--- src/include/vfcpo_params.svh ---
`ifndef VFCPO_PARAMS_SVH
`define VFCPO_PARAMS_SVH

`define VFCPO_ADDR_CTRL      12'h000
`define VFCPO_ADDR_STATUS    12'h004
`define VFCPO_ADDR_RATE      12'h008
`define VFCPO_CTRL_XTAL_BIT  0
`define VFCPO_CTRL_SINGLE_BIT 1
`define VFCPO_CTRL_RESET     2'h0
`define VFCPO_SETTLE_MULTI   4'h2
`define VFCPO_SETTLE_SINGLE  4'hA
`define VFCPO_REF_CLK_MHZ    40
`define VFCPO_XTAL_START_US  5000
`define VFCPO_XTAL_START_CYC (`VFCPO_XTAL_START_US * `VFCPO_REF_CLK_MHZ)
`define VFCPO_XTAL_HALF_CYC  3

`endif

--- src/include/vfcpo_pkg.sv ---
package vfcpo_pkg;
    // converter run state
    typedef enum logic [1:0] {
        ST_STANDBY,
        ST_SETTLE,
        ST_VALID
    } vfcpo_state_t;

    typedef logic [19:0] vfcpo_word_t;
endpackage : vfcpo_pkg

--- src/include/vfcpo_if.sv ---
interface vfcpo_if;
    vfcpo_pkg::vfcpo_word_t num;     // rate numerator per master cycle
    vfcpo_pkg::vfcpo_word_t den;     // rate denominator
    logic                   run;     // converter active
    logic                   mrise;   // master clock rising event
    logic                   mfall;   // master clock falling event
    logic                   pulse;   // generated output pulse

    modport ctl (output num, output den, output run, output mrise, output mfall, input pulse);
    modport gen (input num, input den, input run, input mrise, input mfall, output pulse);
endinterface : vfcpo_if

--- src/rtl/vfcpo_rate_gen.sv ---
module vfcpo_rate_gen (
    input  wire logic ref_clk,   // system clock
    input  wire logic rstn,      // sync reset, active low
    vfcpo_if.gen      bus        // rate and clock events
);
    vfcpo_pkg::vfcpo_word_t acc_r;
    vfcpo_pkg::vfcpo_word_t acc_nxt;
    logic                   pulse_r;
    logic                   pulse_nxt;
    logic [20:0]            sum;

    // phase accumulator: one overflow per output pulse
    always_comb begin
        acc_nxt   = acc_r;
        pulse_nxt = pulse_r;
        sum       = {1'b0, acc_r} + {1'b0, bus.num};
        if (!bus.run) begin
            acc_nxt   = '0;
            pulse_nxt = 1'b0;
        end else if (bus.mrise) begin
            // rate num/den of master clock, num/den within 0.05..0.45
            if (sum >= {1'b0, bus.den}) begin
                acc_nxt   = 20'(sum - {1'b0, bus.den});
                pulse_nxt = 1'b1;
            end else begin
                acc_nxt   = sum[19:0];
            end
        end else if (bus.mfall) begin
            pulse_nxt = 1'b0;
        end
    end

    always_ff @(posedge ref_clk) begin
        if (!rstn) begin
            acc_r   <= '0;
            pulse_r <= 1'b0;
        end else begin
            acc_r   <= acc_nxt;
            pulse_r <= pulse_nxt;
        end
    end

    assign bus.pulse = pulse_r;
endmodule : vfcpo_rate_gen

--- src/rtl/vfcpo_top.sv ---
`include "vfcpo_params.svh"

module vfcpo_top #(
    parameter int XTAL_START_CYC = `VFCPO_XTAL_START_CYC   // oscillator start-up in ref_clk cycles
) (
    input  wire logic        ref_clk,          // 40 MHz system clock
    input  wire logic        rstn,             // sync reset, active low
    input  wire logic        psel,             // apb select
    input  wire logic        penable,          // apb enable
    input  wire logic        pwrite,           // apb direction
    input  wire logic [11:0] paddr,            // apb byte address
    input  wire logic [31:0] pwdata,           // apb write data
    output logic      [31:0] prdata,           // apb read data
    output logic             pready,           // apb ready
    output logic             pslverr,          // apb error
    input  wire logic        chan_sel_hi,      // channel select high pin
    input  wire logic        chan_sel_lo,      // channel select low pin
    input  wire logic        gain_sel,         // front-end gain pin
    input  wire logic        polarity_sel,     // high unipolar, low bipolar
    input  wire logic        standby_n,        // power-down pin, active low
    input  wire logic        master_clk_in,    // external master clock
    input  wire logic [11:0] ain_one,          // input 1 code
    input  wire logic [11:0] ain_two,          // input 2 code
    input  wire logic [11:0] ain_three,        // input 3 code
    input  wire logic [11:0] ain_common,       // input 4 code
    input  wire logic [11:0] span_ref_in,      // reference code
    output logic             master_clk_copy,  // master clock copy
    output logic             pulse_out,        // frequency output
    output logic             rate_valid        // settled indicator
);
    localparam int NPIN = 66;

    // raw pins packed for one synchroniser loop
    logic [NPIN-1:0] raw;
    logic [NPIN-1:0] s1_r;
    logic [NPIN-1:0] s2_r;
    assign raw = {span_ref_in, ain_common, ain_three, ain_two, ain_one,
                  standby_n, master_clk_in, polarity_sel, gain_sel, chan_sel_hi, chan_sel_lo};

    // two flops per pin; analog codes are assumed quasi-static
    genvar gi;
    generate
        for (gi = 0; gi < NPIN; gi++) begin : g_sync
            always_ff @(posedge ref_clk) begin
                if (!rstn) begin
                    s1_r[gi] <= 1'b0;
                    s2_r[gi] <= 1'b0;
                end else begin
                    s1_r[gi] <= raw[gi];
                    s2_r[gi] <= s1_r[gi];
                end
            end
        end
    endgenerate

    logic [1:0]  chan_s;
    logic        gain_s;
    logic        pol_s;
    logic        mclk_s;
    logic        stby_n_s;
    logic [11:0] a1_s;
    logic [11:0] a2_s;
    logic [11:0] a3_s;
    logic [11:0] a4_s;
    logic [11:0] ref_s;
    assign chan_s   = s2_r[1:0];
    assign gain_s   = s2_r[2];
    assign pol_s    = s2_r[3];
    assign mclk_s   = s2_r[4];
    assign stby_n_s = s2_r[5];
    assign a1_s     = s2_r[17:6];
    assign a2_s     = s2_r[29:18];
    assign a3_s     = s2_r[41:30];
    assign a4_s     = s2_r[53:42];
    assign ref_s    = s2_r[65:54];

    // signed difference of the routed pair
    function automatic logic signed [12:0] vfcpo_pair_diff(
        input logic [1:0]  sel,
        input logic        single,
        input logic [11:0] v1,
        input logic [11:0] v2,
        input logic [11:0] v3,
        input logic [11:0] v4
    );
        logic [11:0] vp;
        logic [11:0] vm;
        vp = v1;
        vm = v4;
        if (single) begin
            vm = 12'h000;
        end else begin
            case (sel)
                2'b00:   begin vp = v1; vm = v4; end
                2'b01:   begin vp = v2; vm = v4; end
                2'b10:   begin vp = v3; vm = v4; end
                2'b11:   begin vp = v1; vm = v2; end
                default: begin vp = v1; vm = v4; end
            endcase
        end
        return $signed({1'b0, vp}) - $signed({1'b0, vm});
    endfunction : vfcpo_pair_diff

    // control register and apb slave
    logic [1:0]  ctrl_r;
    logic [1:0]  ctrl_nxt;
    logic [31:0] prdata_r;
    logic [31:0] prdata_nxt;
    logic        pready_r;
    logic        pready_nxt;
    logic        pslverr_r;
    logic        pslverr_nxt;
    logic        xtal_sel;
    logic        single;
    assign xtal_sel = ctrl_r[`VFCPO_CTRL_XTAL_BIT];
    assign single   = ctrl_r[`VFCPO_CTRL_SINGLE_BIT];

    vfcpo_pkg::vfcpo_state_t state_r;
    vfcpo_pkg::vfcpo_state_t state_nxt;
    vfcpo_pkg::vfcpo_word_t  num_r;
    vfcpo_pkg::vfcpo_word_t  num_nxt;
    vfcpo_pkg::vfcpo_word_t  den_r;
    vfcpo_pkg::vfcpo_word_t  den_nxt;
    logic                    osc_ready_r;
    logic                    mapped;

    // ready one cycle into access; writes land at the ready edge
    always_comb begin
        ctrl_nxt    = ctrl_r;
        prdata_nxt  = prdata_r;
        pready_nxt  = 1'b0;
        pslverr_nxt = 1'b0;
        mapped      = (paddr == `VFCPO_ADDR_CTRL) || (paddr == `VFCPO_ADDR_STATUS) ||
                      (paddr == `VFCPO_ADDR_RATE);
        if (psel && penable && !pready_r) begin
            pready_nxt  = 1'b1;
            pslverr_nxt = !mapped;
            prdata_nxt  = 32'h0000_0000;
            if (!pwrite) begin
                case (paddr)
                    `VFCPO_ADDR_CTRL:   prdata_nxt = {30'h0000_0000, ctrl_r};
                    `VFCPO_ADDR_STATUS: prdata_nxt = {24'h00_0000, gain_s, pol_s, chan_s,
                                                      pulse_out, !stby_n_s, osc_ready_r,
                                                      state_r == vfcpo_pkg::ST_VALID};
                    `VFCPO_ADDR_RATE:   prdata_nxt = {12'h000, num_r};
                    default:            prdata_nxt = 32'h0000_0000;
                endcase
            end
        end
        if (psel && penable && pready_r && pwrite && paddr == `VFCPO_ADDR_CTRL) begin
            ctrl_nxt = pwdata[1:0];
        end
    end

    always_ff @(posedge ref_clk) begin
        if (!rstn) begin
            ctrl_r    <= `VFCPO_CTRL_RESET;
            prdata_r  <= 32'h0000_0000;
            pready_r  <= 1'b0;
            pslverr_r <= 1'b0;
        end else begin
            ctrl_r    <= ctrl_nxt;
            prdata_r  <= prdata_nxt;
            pready_r  <= pready_nxt;
            pslverr_r <= pslverr_nxt;
        end
    end

    // crystal oscillator model: divider plus start-up wait
    logic [17:0] start_cnt_r;
    logic [17:0] start_cnt_nxt;
    logic [3:0]  div_r;
    logic [3:0]  div_nxt;
    logic        osc_r;
    logic        osc_nxt;
    logic        osc_ready_nxt;
    always_comb begin
        start_cnt_nxt = start_cnt_r;
        div_nxt       = div_r;
        osc_nxt       = osc_r;
        osc_ready_nxt = osc_ready_r;
        if (!xtal_sel || !stby_n_s) begin
            start_cnt_nxt = 18'h0_0000;
            div_nxt       = 4'h0;
            osc_nxt       = 1'b0;
            osc_ready_nxt = 1'b0;
        end else begin
            if (div_r == 4'(`VFCPO_XTAL_HALF_CYC - 1)) begin
                div_nxt = 4'h0;
                osc_nxt = !osc_r;
            end else begin
                div_nxt = div_r + 4'h1;
            end
            // no usable clock edges until start-up ends
            if (start_cnt_r == 18'(XTAL_START_CYC - 1)) begin
                osc_ready_nxt = 1'b1;
            end else begin
                start_cnt_nxt = start_cnt_r + 18'h0_0001;
            end
        end
    end

    // selected master clock, edge events and clock copy
    logic mclk_sel;
    logic mclk_d_r;
    logic mclk_copy_r;
    assign mclk_sel = xtal_sel ? (osc_r && osc_ready_r) : mclk_s;

    always_ff @(posedge ref_clk) begin
        if (!rstn) begin
            start_cnt_r <= 18'h0_0000;
            div_r       <= 4'h0;
            osc_r       <= 1'b0;
            osc_ready_r <= 1'b0;
            mclk_d_r    <= 1'b0;
            mclk_copy_r <= 1'b0;
        end else begin
            start_cnt_r <= start_cnt_nxt;
            div_r       <= div_nxt;
            osc_r       <= osc_nxt;
            osc_ready_r <= osc_ready_nxt;
            mclk_d_r    <= mclk_sel;
            mclk_copy_r <= mclk_sel;
        end
    end

    // rate numerator and denominator from pair, gain and polarity
    logic signed [12:0] diff;
    logic signed [19:0] gd;
    logic signed [19:0] ref20;
    logic signed [19:0] n;
    always_comb begin
        diff  = vfcpo_pair_diff(chan_s, single, a1_s, a2_s, a3_s, a4_s);
        ref20 = $signed({8'h00, (ref_s == 12'h000) ? 12'h001 : ref_s});
        gd    = {{7{diff[12]}}, diff};
        if (gain_s && !single) begin
            gd = gd <<< 1;
        end
        if (pol_s || single) begin
            n = ref20 + (gd <<< 3);
        end else begin
            n = (ref20 <<< 2) + ref20 + (gd <<< 2);
        end
        // clamp to both ends of the range: 0.05 and 0.45 of 20*ref
        if (n < ref20) begin
            n = ref20;
        end else if (n > (ref20 <<< 3) + ref20) begin
            n = (ref20 <<< 3) + ref20;
        end
        num_nxt = n;
        den_nxt = (ref20 <<< 4) + (ref20 <<< 2);
    end

    // settling state machine
    logic [3:0] settle_cnt_r;
    logic [3:0] settle_cnt_nxt;
    logic [5:0] cfg_r;
    logic [5:0] cfg;
    logic       step;
    logic       rise;
    logic       fall;
    assign cfg  = {single, xtal_sel, gain_s, pol_s, chan_s};
    assign rise = mclk_sel && !mclk_d_r;
    assign fall = !mclk_sel && mclk_d_r;
    assign step = (cfg != cfg_r) || (num_nxt != num_r);

    always_comb begin
        state_nxt      = state_r;
        settle_cnt_nxt = settle_cnt_r;
        case (state_r)
            vfcpo_pkg::ST_STANDBY: begin
                settle_cnt_nxt = 4'h0;
                if (stby_n_s) begin
                    state_nxt = vfcpo_pkg::ST_SETTLE;
                end
            end
            vfcpo_pkg::ST_SETTLE: begin
                if (rise) begin
                    settle_cnt_nxt = settle_cnt_r + 4'h1;
                    if (settle_cnt_r + 4'h1 >= (single ? `VFCPO_SETTLE_SINGLE : `VFCPO_SETTLE_MULTI)) begin
                        state_nxt = vfcpo_pkg::ST_VALID;
                    end
                end
            end
            vfcpo_pkg::ST_VALID: begin
                settle_cnt_nxt = 4'h0;
            end
            default: begin
                state_nxt      = vfcpo_pkg::ST_STANDBY;
                settle_cnt_nxt = 4'h0;
            end
        endcase
        if (step && state_r != vfcpo_pkg::ST_STANDBY) begin
            state_nxt      = vfcpo_pkg::ST_SETTLE;
            settle_cnt_nxt = 4'h0;
        end
        if (!stby_n_s) begin
            state_nxt      = vfcpo_pkg::ST_STANDBY;
            settle_cnt_nxt = 4'h0;
        end
    end

    always_ff @(posedge ref_clk) begin
        if (!rstn) begin
            state_r      <= vfcpo_pkg::ST_STANDBY;
            settle_cnt_r <= 4'h0;
            cfg_r        <= 6'h00;
            num_r        <= 20'h0_0000;
            den_r        <= 20'h0_0014;
            rate_valid   <= 1'b0;
        end else begin
            state_r      <= state_nxt;
            settle_cnt_r <= settle_cnt_nxt;
            cfg_r        <= cfg;
            num_r        <= num_nxt;
            den_r        <= den_nxt;
            rate_valid   <= (state_nxt == vfcpo_pkg::ST_VALID);
        end
    end

    vfcpo_if u_link ();
    assign u_link.num   = num_r;
    assign u_link.den   = den_r;
    assign u_link.run   = (state_r != vfcpo_pkg::ST_STANDBY);
    assign u_link.mrise = rise;
    assign u_link.mfall = fall;

    vfcpo_rate_gen u_gen (
        .ref_clk (ref_clk),
        .rstn    (rstn),
        .bus     (u_link.gen)
    );

    // outputs from flops
    assign prdata          = prdata_r;
    assign pready          = pready_r;
    assign pslverr         = pslverr_r;
    assign master_clk_copy = mclk_copy_r;
    assign pulse_out       = u_link.pulse;
endmodule : vfcpo_top
--- config.mk ---
export PLATFORM = sky130hd
export DESIGN_NAME = vfcpo_top
export DESIGN_NICKNAME = d
export VERILOG_FILES = /design/src/include/vfcpo_pkg.sv /design/src/include/vfcpo_if.sv /design/src/rtl/vfcpo_rate_gen.sv /design/src/rtl/vfcpo_top.sv
export VERILOG_INCLUDE_DIRS = /design/src /design/src/include
export SDC_FILE = /design/constraint.sdc
export NUM_CORES = 1
export LEC_CHECK = 0
export CORE_AREA = 2 2 181 183
export CTS_CLUSTER_DIAMETER = 100
export CTS_CLUSTER_SIZE = 12
export DETAILED_ROUTE_END_ITERATION = 12
export DIE_AREA = 0 0 183 185
export DONT_BUFFER_PORTS = 1
export PLACE_DENSITY_LB_ADDON = 0.05
export SYNTH_ARGS = -nofsm -noshare
export SYNTH_HDL_FRONTEND = slang
export SYNTH_SLANG_ARGS = --single-unit
export TNS_END_PERCENT = 1
--- constraint.sdc ---
create_clock -name ref_clk -period 9.7 [get_ports ref_clk]
set_input_delay 0.97 -clock ref_clk [delete_from_list [all_inputs] [get_ports ref_clk]]
set_output_delay 0.97 -clock ref_clk [all_outputs]
set_load 0.05 [all_outputs]
==> results, run 1 <==
- The run finished with clean final reports.
- Once the clock tree was built, the setup fixing pass inserted 0 buffers.
- The all-layer global routing usage is 20.9%.
- The slowest stage cell on the critical path is dfxtp_1.
- The largest net degree at the start of global routing is 158.
- The endpoint arrival time on the critical path is 9.40 ns.
- Dividing the detail-routed via count by the number of cells gives 5.34.
- The number of core rows is 66.
- The power density normalized to cell area is 194 mW/mm^2.
- The final net count is 1870.
- Timing would allow up to 111 MHz.
- The most common library cell in the layout ignoring fill and taps is dfxtp_1.
- From synthesis to final layout, the design area changed by 7.06%.
- The initial antenna violation count is 0.
- The floorplan step defined a die boundary enclosing 0.0339 sq mm.
- The warning count from the yosys run is 0.
- The top fanout value on the critical path is 8.
- Adding up every negative setup slack in the final design gives 0 ns.
- After filler insertion, the fill cell instance count of the layout stands at 3167.
- The core area is roughly 0.032 sq mm.
- For this run, the slowest stage of the critical path takes 0.67 ns.
- The required time at the worst-slack endpoint is 10.12 ns.
- Of the total power, registers draw 37.3%.
- The number of buffers added on ports is 0.
- The clock arrives with about 0.013 ns of skew.
- The aggregate global routing overflow is 0.
- The library cells used most frequently in the layout, excluding fill and tap cells, are dfxtp_1 (245), and2_1 (152), nor2_1 (147).
- The shortest period the worst path allows is 8.98 ns.
- The cell count after synthesis is 1657.
- Of the synthesized area, sequential elements account for about a third.
- The average cell area after synthesis is 8.56 sq um.
- The count of flip-flops with a built-in enable after synthesis is 0.
- The net switching share of the total power is 34.6%.
- Setup repair after global routing left no endpoint under its margin.
- Before antenna repair, the detailed router went through 5 iterations.
- The number of global-route vias before repair is 10300.
- After the first detailed-routing iteration, the DRC count stood at 489.
- The final worst-path cycle share is 92.6%.
- The max-slew headroom at the worst pin is between 10% and 20%.
- The insertion delay of the later-clocked pin in the worst-skew pair is 0.54 ns.
- The tree is rooted in a clkbuf_16.
- The netlist uses 94 different library cells.
- The worst supply voltage drop on vdd is 139 uV.
- Once the floorplan was initialized, standard cells occupied 44.3% of the core.
- Hold repair after CTS inserted 0 buffers.
- 152 I/O pins were placed.
- The worst setup path is captured at a flop.
- The total detailed-routing wirelength is 35500 microns.
- The final number of setup-violating endpoints is 0.
- For the pin with the worst max-slew slack, the measured transition is 1.25 ns.
- The maximum clock insertion buffer count is 3.
- The total DRC errors in the routed layout is 0.
- The count of antenna diodes in the layout is 0.
- The leakage power summed over all cells is 6.33 nW.
- In this run the worst hold path is classified as flop to flop.
- The height of the die is 185 microns.
- In this run the horizontal extent of the chip is 183 microns.
- In the synthesized netlist the async set-or-reset flop fraction comes to 0%.
- The number of hold violations in the final report is 0.
- The via count is 10900.
- The total power is 0.00295 W.
- The analysis attributes to net switching a power of about 0.0010 W.
- The remaining number of nets flagged by the antenna check after routing is 0.
- The post-route netlist has ~7.2% of its cells at a drive strength greater than 1.
- STA classifies the critical path startpoint as a flop.
- The share of power burned in combinational logic is 34.5%.
- The critical path class is flop to flop.
- The utilization after layout is ~47%.
- Among all flip-flop cells after synthesis, the most frequent one is dfxtp_1.
- The number of max-slew violations in the final report is 0.
- The H-tree depth is 1.
- The cell area that synthesis handed to floorplanning was about 0.014 sq mm.
- The HPWL after detailed placement is 26900 microns.
- In the final routed layout, each cell accounts on average for 17.4 microns.
- The final RePlAce weighted congestion is approximately 0.87.
- Clock tree synthesis inserted a total of 24 buffers.
- The clock network is responsible for between 20% and 30% of the overall power.
- The total clock sinks is about 250.
- The global-route wire length before repair is 55800 microns.
- The internal power of the cells totals 0.00193 W.
- The post-synthesis sequential element count is 245.
- The max capacitance violation total is 0.
- The TritonCTS clock tree is done.
- The total of cells resized after clock tree synthesis is 0.
- The clock edge transition at the registers on the reported setup and hold paths is 0.06 ns.
## kinds of logic (layout without fill, tap and decap cells)
family	Yosys count	in the layout	synth area share [%]
AO/OA/AOI/OAI	370	370	17.5
XOR/XNOR	106	106	6.70
adder cells (fa/ha/maj)	126	126	11.4
buffers and inverters	179	143	5.19
flip-flops	245	245	34.6
multiplexers	40	40	3.13
other	1	14	0.0264
AND/OR/NAND/NOR	590	590	21.4
## worst paths after layout
check	depth (start not counted)	slack (ns)	end	from
setup / recovery	34	0.72	state_r[0]	ref_s[1]
hold / removal	1	0.43	a1_s[11]	s1_r[17]
setup reg to reg	34	0.72	state_r[0]	ref_s[1]
hold reg to reg	1	0.43	a1_s[11]	s1_r[17]
## power by group through the flow
stage          logic [W]  registers, W  clock network, W
6_report         0.00102       0.00110          0.000830
5_1_grt          0.00114       0.00110          0.000906
4_1_cts          0.00101       0.00110          0.000861
3_5_place_dp     0.00101       0.00112                 0
3_3_place_gp     0.00100       0.00112                 0
2_1_floorplan   0.000802       0.00110                 0
## Yosys cell counts (18+ instances only)
library cell | instances | share of area [%]
ha_1 | 117 | 10
mux2i_1 | 19 | 1.3
o21ai_0 | 88 | 3.1
clkbuf_1 | 62 | 1.6
and2_1 | 152 | 6.7
and3_1 | 20 | 0.88
inv_1 | 93 | 2.5
dfxtp_1 | 245 | 35
a21o_1 | 25 | 1.3
nor2_1 | 148 | 3.9
nand2_1 | 108 | 2.9
nor3_1 | 31 | 1.1
mux2_2 | 18 | 1.4
a21oi_1 | 97 | 3.4
xor2_1 | 37 | 2.3
a211oi_1 | 30 | 1.6
xnor2_1 | 66 | 4.1
nand3_1 | 28 | 0.99
## flip-flops by register name, indices dropped and copies added, names as in the netlist, 14 cells and up
| name | flops |
|---|---|
| s1_r | 66 |
| u_gen.acc_r | 20 |
| num_r | 18 |
| prdata | 18 |
| start_cnt_r | 18 |
| den_r | 14 |
## layout make-up
cell class | count | area, sq um | share of cell area, %
Clock inverter | 1 | 16.3 | 0.107
Multi-Input combinational cell | 1246 | 8610 | 56.7
Inverter | 95 | 357 | 2.35
Sequential cell | 245 | 4900 | 32.3
Clock buffer | 28 | 646 | 4.25
Timing Repair Buffer | 19 | 143 | 0.939
Tap cell | 408 | 510 | 3.36
## worst max-delay path: cells and delay by family, from the launching register on
family	cells	cell delay (ns)
buffers and inverters	2	0.22
flip-flops	1	0.67
AO/OA/AOI/OAI	16	4.39
XOR/XNOR	1	0.14
AND/OR/NAND/NOR	10	1.71
adder cells (fa/ha/maj)	4	1.33
multiplexers	1	0.40
## per-layer routing
| layer | routed length [microns] | up-vias | part of all wire (%) | track usage (%) |
|---|---|---|---|---|
| met5 | 0 | - | 0 | 0 |
| met4 | 701 | 0 | 2.0 | 4.99 |
| met3 | 1560 | 45 | 4.4 | 2.93 |
| met2 | 15800 | 205 | 44 | 34.0 |
| met1 | 17500 | 5004 | 49 | 29.1 |
| li1 | - | 5645 | - | - |
## through the flow
| stage | cell area [sq um] | cells | setup slack [ns] | hold slack (ns) |
|---|---|---|---|---|
| after floorplan | 14200 | 1670 | 2.29 | 0.412 |
| after global placement | 14500 | 2013 | 0.936 | 0.414 |
| after detailed placement | 14500 | 2013 | 0.769 | 0.417 |
| after CTS | 15200 | 2042 | 0.734 | 0.428 |
| after global routing | 15200 | 2042 | 0.0227 | 0.442 |
| final | 15200 | 2042 | 0.722 | 0.429 |
Power figures use the tool's default switching activity.
==> inputs of run 2 (changes only) <==
- CELL_PAD_IN_SITES_DETAIL_PLACEMENT: default -> 1
- CELL_PAD_IN_SITES_GLOBAL_PLACEMENT: default -> 2
- CORE_AREA: 2 2 181 183 -> 2 2 194 196
- DIE_AREA: 0 0 183 185 -> 0 0 196 198
- HOLD_SLACK_MARGIN: default -> 0.02
==> results, run 2 (synthesized netlist as in run 1, its figures left out) <==
- The total DRC errors in the routed layout was 0 (unchanged).
- The boundary pin count is 152 (unchanged).
- The total clock sinks is 245 (unchanged).
- The max-slew headroom at the worst pin is 18.3% (was 16.6%).
- The cell family with the largest share of critical-path delay is compound AO/OA/AOI/OAI gates (unchanged).
- The total negative slack is 0 ns (unchanged).
- The number of search-and-repair iterations in the first detailed-routing pass is 5 (unchanged).
- The startpoint of the most critical setup path is cfg[1] (was ref_s[1]).
- The share of layout cells above drive strength 1 is 7.39% (was 7.16%).
- The biggest cell delay along the critical path is 0.64 ns (was 0.67 ns).
- The effective utilization at floorplan came to 38.4% (was 44.3%).
- The number of max-slew violations in the final report was 0 (unchanged).
- The filler cell count is 4350 (was 3167).
- The slew at the pin with the worst max-slew slack is 1.22 ns (was 1.25 ns).
- The power density normalized to cell area was 197 mW/mm^2 (was 194 mW/mm^2).
- The global-route wire length before repair is 63800 microns (was 55800 microns).
- The TritonCTS clock tree is done (unchanged).
- The total detailed-routing wirelength is 40600 microns (was 35500 microns).
- The reg-to-reg setup timing slack came to 1.03 ns (was 0.72 ns).
- The number of buffer and inverter stages on the critical path is 4 (was 2).
- The critical path class is flop to flop (unchanged).
- The core area is 0.0370 sq mm (was 0.0320 sq mm).
- The remaining number of nets flagged by the antenna check after routing is 0 (unchanged).
- The slowest stage cell on the critical path is or4b_4 (was dfxtp_1).
- The most common library cell in the layout ignoring fill and taps was dfxtp_1 (unchanged).
- Commonest non-fill, non-tap cells in the layout: dfxtp_1 (245), and2_1 (152), nor2_1 (147) (unchanged).
- The number of core rows is 71 (was 66).
- The final RePlAce weighted congestion is 0.833 (was 0.866).
- The count of buffers added by post-CTS timing repair for setup is 0 (unchanged).
- The all-layer global routing usage was 21.0% (was 20.9%).
- The most common cell type on the critical path is ha_1.
- The H-tree depth is 1 (unchanged).
- The startpoint type of the worst setup path is a flop (unchanged).
- The number of buffers added by the clock tree synthesis step came to 25 (was 24).
- The height of the die is 198 microns (was 185 microns).
- The worst supply voltage drop on vdd is 135 uV (was 139 uV).
- The worst clock skew on the final layout is 0.0241 ns (was 0.0128 ns).
- The total of cells resized after clock tree synthesis came to 0 (unchanged).
- The shortest period the worst path allows is 8.67 ns (was 8.98 ns).
- The maximum clock insertion buffer count came to 3 (unchanged).
- Largest regs: s1_r x66, u_gen.acc_r x20 (unchanged).
- The number of buffers added on ports is 0 (unchanged).
- The maximum frequency from static timing analysis was 115 MHz (was 111 MHz).
- The top fanout value on the critical path is 16 (was 8).
- The area of all placed cells without fillers is 0.0153 sq mm (was 0.0152 sq mm).
- The area added between synthesis and finish is 7.91% (was 7.06%).
- The insertion delay of the later-clocked pin in the worst-skew pair was 0.56 ns (was 0.54 ns).
- The number of hold violations in the final report was 0 (unchanged).
- The root buffer selected by CTS was clkbuf_16 (unchanged).
- The via-per-instance ratio is 5.29 (was 5.34).
- The sequential cell area is 0.00490 sq mm (unchanged).
- The path length in cells of the critical path is 36 (was 34).
- The worst hold path class is flop to flop (unchanged).
- The required time at the worst-slack endpoint was 10.16 ns (was 10.12 ns).
- The number of flip-flops in the largest register was 66 (unchanged).
- The endpoint of the most critical register-to-register path is settle_cnt_r[1] (was state_r[0]).
- The max capacitance violation total is 0 (unchanged).
- The placed wire-length estimate came to 31300 microns (was 26900 microns).
- The overall die width is 196 microns (was 183 microns).
- The final number of setup-violating endpoints was 0 (unchanged).
- The number of hold buffers added after CTS came to 0 (unchanged).
- The initial antenna violation count is 1 (was 0).
- The sort of element at the end of the critical path is a flop (unchanged).
- The register with the highest flop count is s1_r (unchanged).
- The final worst-path cycle share was 89.4% (was 92.6%).
- The post-detailed-placement cell area is 0.0146 sq mm (was 0.0145 sq mm).
- The endpoint arrival time on the critical path is 9.14 ns (was 9.40 ns).
- The length in cells of the worst reg-to-reg path is 36 (was 34).
- The routed wire length per instance came to 19.2 microns (was 17.4 microns).
- Unrepaired setup endpoints after global routing: false (unchanged).
- The final net count is 1874 (was 1870).
- The leakage power summed over all cells was 6.36 nW (was 6.33 nW).
- The launch instance of the worst register-to-register path was cfg[1] (was ref_s[1]).
- Result of the run: finished clean (unchanged).
- The largest net degree at the start of global routing is 158 (unchanged).
- The die footprint is 0.0388 sq mm (was 0.0339 sq mm).
- The number of global-route vias before repair is 11300 (was 10300).
- The clock edge transition at the registers on the reported setup and hold paths is 0.06 ns (about the same).
- The aggregate global routing overflow is 0 (unchanged).
- The end point of the critical path is settle_cnt_r[1] (was state_r[0]).
- The violation count after the first detailed-route iteration is 327 (was 489).
- The via count is 11200 (was 10900).
- The area of combinational cells with multiple inputs is 0.00860 sq mm (was 0.00861 sq mm).
## run 2: final cells by class
type                            instances  share of cell area (%)
Timing Repair Buffer                   22                    1.08
Clock buffer                           26                    4.18
Multi-Input combinational cell       1246                    56.2
Inverter                               95                    2.33
Clock inverter                          4                   0.278
Antenna cell                            1                  0.0163
Tap cell                              474                    3.87
Sequential cell                       245                    32.0
## run 2: worst min path at each step
stage | from | endpoint | slack [ns] | cells after the start
after global placement | s1_r[48] | a4_s[6] | 0.41 | 1
after CTS | s1_r[45] | a4_s[3] | 0.43 | 1
final | s1_r[64] | ref_s[10] | 0.42 | 1
after global routing | s1_r[21] | a2_s[3] | 0.44 | 1
after detailed placement | s1_r[26] | a2_s[8] | 0.42 | 1
after floorplan | s1_r[6] | a1_s[0] | 0.41 | 1
## run 2: stage by stage
step	setup slack [ns]	std cells	power [W]	util [%]	hold WS, ns
after floorplan	2.29	1670	0.00190	-	0.412
after global placement	1.09	2082	0.00216	39.6	0.414
after detailed placement	1.01	2082	0.00217	39.6	0.420
after CTS	0.983	2112	0.00305	41.4	0.433
after global routing	0.412	2112	0.00322	41.4	0.441
final	1.03	2113	0.00301	41.4	0.425
## run 2: report_power, final
group          switching (W)  total, W  internal, W
Sequential         0.0000550   0.00111      0.00105
Combinational       0.000628   0.00105     0.000419
Clock               0.000392  0.000861     0.000469
Total                0.00107   0.00301      0.00194
## run 2: per-layer routing
layer,vias up,share of wire [%],GRT usage [%]
met5,-,0,0
met4,0,1.4,3.87
met3,42,3.3,2.50
met2,148,47,36.5
met1,5333,48,28.2
li1,5645,-,-
